===== src/modem_irq_pkg.sv =====
// Operation
// - Control bit 0 drives terminal-ready low when set; loopback feeds status bit 5.
// - Control bit 1 drives request-to-send low when set unless auto flow; loopback bit 4.
// - Control bit 2 enables the FIFO ready register; loopback feeds status bit 6.
// - Control bit 3 enables interrupt drive and pulls general output low; loopback bit 7.
// - Control bit 4 selects loopback: control bits feed status, transmit feeds receive.
// - Control bit 5 turns resume-on-any-character on.
// - Control bit 6 opens access to threshold and trigger registers.
// - Control bit 7 selects clock divide by four instead of by one.
// - Writes to control bits 7 to 5 need the enhanced write enable.
// - Status bits 0, 1, 3 set on clear-to-send, set-ready, carrier change; read clears.
// - Status bit 2 sets on ring source low to high; read clears.
// - Status bits 7 to 4 show inverted inputs, or control bits in loopback.
// - Enable bits 0 to 3 gate receive, transmit, line and modem interrupts.
// - Enable bit 4 is sleep; bits 5, 6, 7 enable Xoff, RTS and CTS interrupts.
// - Writes to enable bits 7 to 4 need the enhanced write enable.
// - Re-enabling the transmit interrupt raises nothing while below threshold.
// - Identification bit 0 reads zero when pending, one when idle.
// - Identification bits 7 and 6 both mirror the FIFO enable bit.
// - Identification bit 4 flags Xoff/special; bit 5 flags CTS/RTS low to high.
// - Identification bits 5 to 0 encode the highest priority pending source.
// - The interrupt output activates whenever an enabled source is pending.
// - Auto request-to-send goes high at halt level, low at resume level.
package modem_irq_pkg;
    // Register offsets on the 3-bit host address.
    localparam logic [2:0] OFS_INT_ENABLE = 3'h1;
    localparam logic [2:0] OFS_INT_IDENT  = 3'h2;
    localparam logic [2:0] OFS_MODEM_CTRL = 3'h4;
    localparam logic [2:0] OFS_MODEM_STAT = 3'h6;
    // Reset values.
    localparam logic [7:0] MODEM_CTRL_RST = 8'h00;
    localparam logic [7:0] INT_ENABLE_RST = 8'h00;
    // Write masks: the low part is always writable, the high part needs the enable.
    localparam logic [7:0] CTL_BASE_MASK = 8'h1f;
    localparam logic [7:0] IEN_BASE_MASK = 8'h0f;
    // Modem control bit positions.
    localparam int MC_DTR = 0;
    localparam int MC_RTS = 1;
    localparam int MC_FRDY = 2;
    localparam int MC_OUT = 3;
    localparam int MC_LOOP = 4;
    localparam int MC_XANY = 5;
    localparam int MC_TACC = 6;
    localparam int MC_DIV4 = 7;
    // Interrupt enable bit positions.
    localparam int IE_RX = 0;
    localparam int IE_TX = 1;
    localparam int IE_LINE = 2;
    localparam int IE_MODEM = 3;
    localparam int IE_SLEEP = 4;
    localparam int IE_XOFF = 5;
    localparam int IE_RTS = 6;
    localparam int IE_CTS = 7;
    // Identification codes for bits 5..0.
    localparam logic [5:0] ID_LINE  = 6'h06;
    localparam logic [5:0] ID_TMO   = 6'h0c;
    localparam logic [5:0] ID_RX    = 6'h04;
    localparam logic [5:0] ID_TX    = 6'h02;
    localparam logic [5:0] ID_MODEM = 6'h00;
    localparam logic [5:0] ID_XOFF  = 6'h10;
    localparam logic [5:0] ID_FLOW  = 6'h20;
    localparam logic [5:0] ID_NONE  = 6'h01;
    // Prescaler divide-by-four count limit, and auto request-to-send threshold granularity shift.
    localparam logic [1:0] DIV4_LAST = 2'h3;
    localparam int THRESH_SHIFT = 2;
endpackage


===== src/modem_irq_ctrl.sv =====
`timescale 1ns/1ps
// Modem control, modem status and interrupt logic of one serial channel.
module modem_irq_ctrl #(
    parameter int FILL_W = 7
) (
    input  wire logic              mclk_in,
    input  wire logic              arst_n_in,
    // Host register port, synchronous strobes from the bus front end.
    input  wire logic [2:0]        addr_in,
    input  wire logic              wr_stb_in,
    input  wire logic              rd_stb_in,
    input  wire logic [7:0]        wr_data_in,
    output logic      [7:0]        rd_data_out,
    output logic                   rd_valid_out,
    // Modem pins, active low; the interrupt output and its enable are active high.
    input  wire logic              cts_n_in,
    input  wire logic              dsr_n_in,
    input  wire logic              ri_n_in,
    input  wire logic              cd_n_in,
    output logic                   dtr_n_out,
    output logic                   rts_n_out,
    output logic                   general_output_pin_n_out,
    output logic                   irq_out,
    output logic                   irq_oe_out,
    // Serial lines.
    input  wire logic              serial_rx_pin_in,
    output logic                   serial_tx_pin_out,
    input  wire logic              tx_serial_in,
    output logic                   rx_serial_out,
    // Joins to the neighbouring blocks.
    input  wire logic              enh_write_en_in,
    input  wire logic              auto_rts_en_in,
    input  wire logic [7:0]        flow_threshold_reg_in,
    input  wire logic [FILL_W-1:0] rx_fill_in,
    input  wire logic              fifo_en_in,
    input  wire logic              line_err_in,
    input  wire logic              rx_timeout_in,
    input  wire logic              rx_data_in,
    input  wire logic              tx_thresh_evt_in,
    input  wire logic              transmit_holding_wr_in,
    input  wire logic              xoff_det_in,
    output logic                   fifo_ready_en_out,
    output logic                   xon_any_en_out,
    output logic                   thresh_access_out,
    output logic                   sleep_en_out,
    output logic                   baud_clk_en_out
);
    import modem_irq_pkg::*;

    typedef struct packed {
        logic [7:0]        modem_control;
        logic [7:0]        interrupt_enable;
        logic [3:0]        delta;
        logic [3:0]        prev_stat;
        logic              prev_ri_src;
        logic              prev_cts_n;
        logic              prev_rts_n;
        logic              txh_pend;
        logic              xoff_pend;
        logic              flow_pend;
        logic              auto_rts_n;
        logic [1:0]        div_cnt;
        logic              baud_en;
        logic [7:0]        rd_data;
        logic              rd_valid;
        logic              dtr_n;
        logic              rts_n;
        logic              gp_n;
        logic              irq;
        logic              tx_pin;
        logic              rx_ser;
    } state_t;

    state_t     s_reg;
    state_t     s_next;
    logic [1:0] rst_pipe_reg;
    logic       rst_n;
    logic [4:0] pins_sync;
    logic       cts_n_s;
    logic       dsr_n_s;
    logic       ri_n_s;
    logic       cd_n_s;
    logic       rx_pin_s;

    localparam state_t STATE_RST = '{
        modem_control:    MODEM_CTRL_RST,
        interrupt_enable: INT_ENABLE_RST,
        delta:            '0,
        prev_stat:        '0,
        prev_ri_src:      1'b1,
        prev_cts_n:       1'b1,
        prev_rts_n:       1'b1,
        txh_pend:         1'b0,
        xoff_pend:        1'b0,
        flow_pend:        1'b0,
        auto_rts_n:       1'b0,
        div_cnt:          '0,
        baud_en:          1'b0,
        rd_data:          '0,
        rd_valid:         1'b0,
        dtr_n:            1'b1,
        rts_n:            1'b1,
        gp_n:             1'b1,
        irq:              1'b0,
        tx_pin:           1'b1,
        rx_ser:           1'b1
    };

    // Release the asynchronous reset through two flip-flops.
    always_ff @(posedge mclk_in or negedge arst_n_in) begin
        if (!arst_n_in) begin
            rst_pipe_reg <= 2'b00;
        end else begin
            rst_pipe_reg <= {rst_pipe_reg[0], 1'b1};
        end
    end
    assign rst_n = rst_pipe_reg[1];

    // Modem and serial pins idle high, so the synchronisers reset high.
    pin_sync #(
        .WIDTH (5),
        .INIT  (5'h1f)
    ) u_pin_sync (
        .clk_in   (mclk_in),
        .rst_n_in (rst_n),
        .async_in ({serial_rx_pin_in, cd_n_in, ri_n_in, dsr_n_in, cts_n_in}),
        .sync_out (pins_sync)
    );
    assign {rx_pin_s, cd_n_s, ri_n_s, dsr_n_s, cts_n_s} = pins_sync;

    // Next-state logic for the whole channel.
    always_comb begin
        logic       loop;
        logic [3:0] stat;
        logic       ri_src;
        logic [3:0] chg;
        logic       wr_ctl;
        logic       wr_ien;
        logic       rd_sts;
        logic       rd_idn;
        logic [7:0] wmask;
        logic       src_line;
        logic       src_tmo;
        logic       src_rx;
        logic       src_tx;
        logic       src_modem;
        logic       src_xoff;
        logic       src_flow;
        logic [5:0] ident;
        logic [7:0] idb;
        logic [FILL_W-1:0] halt_lvl;
        logic [FILL_W-1:0] resume_lvl;
        logic       rts_n_cur;
        s_next = s_reg;
        loop = s_reg.modem_control[MC_LOOP];
        wr_ctl = wr_stb_in && (addr_in == OFS_MODEM_CTRL);
        wr_ien = wr_stb_in && (addr_in == OFS_INT_ENABLE);
        rd_sts = rd_stb_in && (addr_in == OFS_MODEM_STAT);
        rd_idn = rd_stb_in && (addr_in == OFS_INT_IDENT);

        // Status levels in order carrier, ring, set-ready, clear-to-send.
        if (loop) begin
            stat = {s_reg.modem_control[MC_OUT], s_reg.modem_control[MC_FRDY],
                    s_reg.modem_control[MC_DTR], s_reg.modem_control[MC_RTS]};
            ri_src = s_reg.modem_control[MC_FRDY];
        end else begin
            stat = {~cd_n_s, ~ri_n_s, ~dsr_n_s, ~cts_n_s};
            ri_src = ri_n_s;
        end
        chg = stat ^ s_reg.prev_stat;
        s_next.prev_stat = stat;
        s_next.prev_ri_src = ri_src;

        // Change flags: a new change in the read cycle survives the clear.
        if (rd_sts) begin
            s_next.delta = 4'h0;
        end
        s_next.delta[0] = s_next.delta[0] | chg[0];
        s_next.delta[1] = s_next.delta[1] | chg[1];
        s_next.delta[3] = s_next.delta[3] | chg[3];
        s_next.delta[2] = s_next.delta[2] | (ri_src & ~s_reg.prev_ri_src);

        // Register writes; the high bits are guarded by the enhanced enable.
        wmask = enh_write_en_in ? 8'hff : CTL_BASE_MASK;
        if (wr_ctl) begin
            s_next.modem_control = (wr_data_in & wmask)
                                 | (s_reg.modem_control & ~wmask);
        end
        wmask = enh_write_en_in ? 8'hff : IEN_BASE_MASK;
        if (wr_ien) begin
            s_next.interrupt_enable = (wr_data_in & wmask)
                                    | (s_reg.interrupt_enable & ~wmask);
        end

        // Auto request-to-send follows the receive fill between two levels.
        halt_lvl = FILL_W'(flow_threshold_reg_in[3:0]) << THRESH_SHIFT;
        resume_lvl = FILL_W'(flow_threshold_reg_in[7:4]) << THRESH_SHIFT;
        if (rx_fill_in >= halt_lvl) begin
            s_next.auto_rts_n = 1'b1;
        end else if (rx_fill_in <= resume_lvl) begin
            s_next.auto_rts_n = 1'b0;
        end
        rts_n_cur = auto_rts_en_in ? s_reg.auto_rts_n
                                   : ~s_reg.modem_control[MC_RTS];
        s_next.rts_n = rts_n_cur;
        s_next.dtr_n = ~s_reg.modem_control[MC_DTR];
        s_next.gp_n = ~s_reg.modem_control[MC_OUT];

        // Source terms, each gated by its enable bit except the flow term, which is gated where its flag is set.
        src_line = line_err_in & s_reg.interrupt_enable[IE_LINE];
        src_tmo = rx_timeout_in & s_reg.interrupt_enable[IE_RX];
        src_rx = rx_data_in & s_reg.interrupt_enable[IE_RX];
        src_tx = s_reg.txh_pend & s_reg.interrupt_enable[IE_TX];
        src_modem = (|s_reg.delta) & s_reg.interrupt_enable[IE_MODEM];
        src_xoff = s_reg.xoff_pend & s_reg.interrupt_enable[IE_XOFF];
        src_flow = s_reg.flow_pend;

        // Priority encode of the pending source.
        if (src_line) begin
            ident = ID_LINE;
        end else if (src_tmo) begin
            ident = ID_TMO;
        end else if (src_rx) begin
            ident = ID_RX;
        end else if (src_tx) begin
            ident = ID_TX;
        end else if (src_modem) begin
            ident = ID_MODEM;
        end else if (src_xoff) begin
            ident = ID_XOFF;
        end else if (src_flow) begin
            ident = ID_FLOW;
        end else begin
            ident = ID_NONE;
        end
        idb = {fifo_en_in, fifo_en_in, ident};

        // Transmit flag is only raised while enabled, so re-enabling is silent.
        if ((rd_idn && ident == ID_TX) || transmit_holding_wr_in) begin
            s_next.txh_pend = 1'b0;
        end
        if (tx_thresh_evt_in && s_reg.interrupt_enable[IE_TX]) begin
            s_next.txh_pend = 1'b1;
        end
        if (rd_idn && ident == ID_XOFF) begin
            s_next.xoff_pend = 1'b0;
        end
        if (xoff_det_in) begin
            s_next.xoff_pend = 1'b1;
        end
        if (rd_idn && ident == ID_FLOW) begin
            s_next.flow_pend = 1'b0;
        end
        s_next.prev_cts_n = cts_n_s;
        s_next.prev_rts_n = rts_n_cur;
        if ((cts_n_s & ~s_reg.prev_cts_n & s_reg.interrupt_enable[IE_CTS])
            || (rts_n_cur & ~s_reg.prev_rts_n & s_reg.interrupt_enable[IE_RTS])) begin
            s_next.flow_pend = 1'b1;
        end
        s_next.irq = (ident != ID_NONE);

        // Loopback keeps the line marking and feeds transmit to receive.
        s_next.tx_pin = loop ? 1'b1 : tx_serial_in;
        s_next.rx_ser = loop ? tx_serial_in : rx_pin_s;

        // Prescaler: a baud enable every cycle, or every fourth one.
        if (s_reg.modem_control[MC_DIV4]) begin
            s_next.div_cnt = s_reg.div_cnt + 2'h1;
            s_next.baud_en = (s_reg.div_cnt == DIV4_LAST);
        end else begin
            s_next.div_cnt = 2'h0;
            s_next.baud_en = 1'b1;
        end

        // Read data; unmapped addresses read as zero.
        s_next.rd_valid = rd_stb_in;
        if (rd_stb_in) begin
            if (addr_in == OFS_MODEM_CTRL) begin
                s_next.rd_data = s_reg.modem_control;
            end else if (addr_in == OFS_MODEM_STAT) begin
                s_next.rd_data = {stat, s_reg.delta};
            end else if (addr_in == OFS_INT_ENABLE) begin
                s_next.rd_data = s_reg.interrupt_enable;
            end else if (addr_in == OFS_INT_IDENT) begin
                s_next.rd_data = idb;
            end else begin
                s_next.rd_data = 8'h00;
            end
        end
    end

    // All channel state moves on one edge.
    always_ff @(posedge mclk_in or negedge rst_n) begin
        if (!rst_n) begin
            s_reg <= STATE_RST;
        end else begin
            s_reg <= s_next;
        end
    end

    // Outputs come straight from the state flops.
    assign rd_data_out = s_reg.rd_data;
    assign rd_valid_out = s_reg.rd_valid;
    assign dtr_n_out = s_reg.dtr_n;
    assign rts_n_out = s_reg.rts_n;
    assign general_output_pin_n_out = s_reg.gp_n;
    assign irq_out = s_reg.irq;
    assign irq_oe_out = s_reg.modem_control[MC_OUT];
    assign serial_tx_pin_out = s_reg.tx_pin;
    assign rx_serial_out = s_reg.rx_ser;
    assign fifo_ready_en_out = s_reg.modem_control[MC_FRDY];
    assign xon_any_en_out = s_reg.modem_control[MC_XANY];
    assign thresh_access_out = s_reg.modem_control[MC_TACC];
    assign sleep_en_out = s_reg.interrupt_enable[IE_SLEEP];
    assign baud_clk_en_out = s_reg.baud_en;
endmodule


===== src/pin_sync.sv =====
`timescale 1ns/1ps
// Two-stage synchroniser for a group of asynchronous pins.
module pin_sync #(
    parameter int                WIDTH = 1,
    parameter logic [WIDTH-1:0]  INIT  = '0
) (
    input  wire logic             clk_in,
    input  wire logic             rst_n_in,
    input  wire logic [WIDTH-1:0] async_in,
    output logic      [WIDTH-1:0] sync_out
);
    logic [WIDTH-1:0] meta_reg;

    // The first stage is read only by the second stage.
    always_ff @(posedge clk_in or negedge rst_n_in) begin
        if (!rst_n_in) begin
            meta_reg <= INIT;
            sync_out <= INIT;
        end else begin
            meta_reg <= async_in;
            sync_out <= meta_reg;
        end
    end
endmodule


===== config.mk =====
export PLATFORM = sky130hd
export DESIGN_NAME = modem_irq_ctrl
export DESIGN_NICKNAME = d
export VERILOG_FILES = /design/src/modem_irq_pkg.sv /design/src/modem_irq_ctrl.sv /design/src/pin_sync.sv
export SDC_FILE = /design/constraint.sdc
export NUM_CORES = 1
export LEC_CHECK = 0
export ABC_CLOCK_PERIOD_IN_PS = 1900
export BUFFER_PORTS_ARGS = -buffer_cell sky130_fd_sc_hd__buf_4
export CORE_MARGIN = 2
export CORE_UTILIZATION = 53
export DETAILED_ROUTE_END_ITERATION = 7
export PLACE_DENSITY = 0.88
export SETUP_SLACK_MARGIN = 0.2
export SYNTH_ARGS = -nofsm -noshare
export SYNTH_HDL_FRONTEND = slang
export SYNTH_SLANG_ARGS = --single-unit

===== constraint.sdc =====
create_clock -name mclk_in -period 1.9 [get_ports mclk_in]
set_input_delay 0.095 -clock mclk_in [delete_from_list [all_inputs] [get_ports mclk_in]]
set_output_delay 0.095 -clock mclk_in [all_outputs]
set_load 0.01 [all_outputs]

==> key figures <==
Run status
  • Status: complete, no violations

Worst setup path
  • Worst r2r dst: rd_data_out[0]$_DFFE_PN0P_
  • Largest fanout on the critical path: 3
  • Arrival time reported for the critical path endpoint: 1900 ps
  • Setup slack of the most critical reg-to-reg path: 250 ps
  • Required time worst endpoint: 2140 ps
  • Worst reg2reg startpoint: s_reg[29]$_DFF_PN0_
  • Ordered list of cells on the worst path: o41ai_2, nand4_1, or3_1, a221oi_2
  • Critical path type: flip-flop to flip-flop
  • Slowest cell delay on critical path: 400 ps
  • Crit path capture type: flip-flop
  • CP Capture Point: rd_data_out[0]$_DFFE_PN0P_
  • Cell with the largest stage delay on the worst path: dfrtp_1
  • Launch point of the worst path: s_reg[29]$_DFF_PN0_
  • Startpoint types: flip-flop
  • Number of cell instances on the worst register-to-register path: 4

Clocking
  • Post-CTS Setup Bufs: 0
  • Reg clk slew, reported paths: 60 ps
  • Longest Clk Path Bufs: 2
  • Clock latency at the later pin of the worst-skew pair: 340 ps
  • Clock root cell: clkbuf_8
  • Clock tree from TritonCTS: built
  • CTS H-Tree Depth: 3
  • Clock net sink count: 59
  • Cts bufs inserted: 9

STA
  • Final hold violation count: 0
  • Final setup violation count: 0
  • Clock tree skew after final layout: 9.33 ps
  • Final sum of negative setup slack: 0 ps
  • Share of the clock period used by the worst path: 0.870
  • Setup repair after global routing missed its margin: false
  • F_max: 605 MHz
  • Number of slew-limit violations in the final report: 0
  • Post-route minimum period: 1650 ps

Power and ir drop
  • Power consumption: 3.51 mW
  • Pleak: 1.72 nW
  • VDD IR max: 0.715 mV
  • Pwr dens: 946 nW/um^2

Routing
  • Wire length per cell: 15.9 um
  • Number of search-and-repair iterations in the first detailed-routing pass: 4
  • Vias per Instance: 5.21
  • Post-detailed-route count of antenna-violating nets: 0
  • Count of routing violations after the opening detailed-route iteration: 122
  • Routed WL: 6390 um
  • Remaining routing DRC violations: 0
  • Vias after detailed routing: 2,095

Finish
  • Share of final-layout standard cells stronger than drive strength 1: 0.383
  • Final design area excluding fillers: 3710 um^2
  • Core utilization of the finished layout: 0.727
  • Area growth from synthesis to layout: 32.1%
  • Antenna Diode Count: 0
  • Final nets: 381

Floorplanning
  • Die Span Y: 76.8 um
  • Cell row count: 26
  • Initial core utilization: 0.550
  • Die W: 76.8 um
  • CORE AREA: 5110 um^2
  • Area of the die: 5900 um^2
  • I/O Pins: 66

Synthesis
  • Sequential element share of the synthesized area: 0.533
  • Leading register cell type out of synthesis: dfrtp_1
  • Gate Count Post-Synth: 245
  • Leading post-synthesis cells by cell area: dfrtp_1, dfstp_2, ha_1, mux2_4, mux2_2
  • Async set or reset register ratio after synthesis: 1.00
  • Area share of the leading cell type in the synthesized netlist: 0.374
  • Number of flops mapped to enable cells by yosys: 0
  • Flop and latch count out of synthesis: 59
  • Mean cell area of the mapped netlist: 11.5 um^2
  • Cell type with the highest aggregate area in the netlist: dfrtp_1
  • Number of nets produced by synthesis: 299
  • Post-synth cell types: 53
  • Combined area of all synthesized cells: 2810 um^2
  • Yosys synthesis warning count: 0

Flow run
  • Count of max-cap constraint violations: 0

Place
  • Weighted congestion reported at the end of routability-driven placement: 0.869
  • Cell Area, Placed: 3310 um^2
  • Port Buf Inserts: 65
  • Detailed-placement wirelength estimate: 4440 um

GRT
  • Remaining Overflow, GRT: 0
  • Vias in the first global route: 2,121
  • Wire length of the first global-routing pass: 10,200 um
  • Initial antenna violation count: 0
  • All-Layer GR Usage: 0.227
  • Largest net degree at the start of global routing: 52

Worst hold path
  • Worst min-delay path category: input port to asynchronous set/reset pin
-- report_power, final --
group | internal (mW) | switching (mW) | total, mW
registers | 1.47 | 0.170 | 1.64
clock network | 0.639 | 0.479 | 1.12
logic | 0.415 | 0.336 | 0.751
-- cell usage after synthesis, types with 2 or more instances --
master	n
a211oi_1	3
a21o_1	3
a21oi_1	13
a221oi_1	3
a31oi_1	3
and2_1	4
buf_2	2
buf_4	10
clkbuf_1	4
dfrtp_1	42
dfstp_2	17
ha_1	9
inv_1	15
mux2_2	7
mux2_4	7
mux2i_1	2
nand2_1	20
nand2b_1	9
nand3_1	2
nand3b_1	4
nand4_1	9
nor2_1	8
nor2b_1	9
nor3b_4	2
o21ai_0	7
o31ai_1	2
xnor2_1	3
-- worst min path at each step --
stage / start / end / slack, ps / depth (start not counted)
5_1_grt: arst_n_in / rst_pipe_reg[1]$_DFF_PN0_ / 70 / 2
2_1_floorplan: arst_n_in / rst_pipe_reg[0]$_DFF_PN0_ / -200 / 0
3_3_place_gp: arst_n_in / rst_pipe_reg[0]$_DFF_PN0_ / -120 / 1
6_report: arst_n_in / rst_pipe_reg[1]$_DFF_PN0_ / 80 / 2
3_5_place_dp: arst_n_in / rst_pipe_reg[0]$_DFF_PN0_ / -120 / 1
4_1_cts: arst_n_in / rst_pipe_reg[1]$_DFF_PN0_ / 50 / 2
-- timing repair --
item	4_1_cts	5_1_grt
setup endpoints to repair	0	1
resized for setup	0	1
hold endpoints to repair	29	0
hold buffers	20	0
-- per-stage QoR --
step / cells / setup slack [ps] / hold slack [ps]
final: 402 / 247 / 84.6
after floorplan: 245 / 394 / -201
after global routing: 402 / 206 / 73.1
after CTS: 402 / 269 / 48.4
after global placement: 366 / 290 / -122
after detailed placement: 366 / 272 / -121
-- final cells by class --
class | count | area (um^2)
inverter | 15 | 56.3
sequential | 59 | 1500
clock inverter | 4 | 50.0
timing repair buffer | 89 | 731
fill | 356 | 1390
clock buffer | 12 | 145
tap | 70 | 87.6
multi-input combinational | 153 | 1140
-- cells by family (layout without fill, tap and decap cells) --
| group | count (synthesis) | after routing | share of synthesized area |
|---|---|---|---|
| buffers and inverters | 33 | 120 | 0.0614 |
| AOI/OAI and AO/OA | 48 | 48 | 0.120 |
| xor gates and xnor gates | 3 | 3 | 0.00935 |
| and+or+nand+nor | 75 | 75 | 0.158 |
| DFF | 59 | 59 | 0.533 |
| adders and majority gates | 9 | 9 | 0.0401 |
| other | 1 | 1 | 0.00133 |
| muxes | 17 | 17 | 0.0765 |
-- metal layers --
metal,share of wire,routed length (um),global-route usage,vias to the layer above
li1,-,-,-,1016
met1,0.44,2810,0.296,1018
met2,0.51,3250,0.369,54
met3,0.043,275,0.0706,7
met5,0,0,0,-
met4,0.0080,51,0.0600,0
-- worst max-delay path: cells and delay by family (launching register included) --
family	cells	cell delay, ps
AOI/OAI and AO/OA	2	600
and+or+nand+nor	2	570
DFF	1	400
-- layout by cell type (no fill, tap or decap), types with 10 or more instances in the layout --
master,n
clkbuf_8,10
nand2_1,20
dlygate4sd3_1,20
dfstp_2,17
a21oi_1,13
inv_1,15
buf_4,68
dfrtp_1,41
Note: power is estimated with default switching activity, not from simulation.
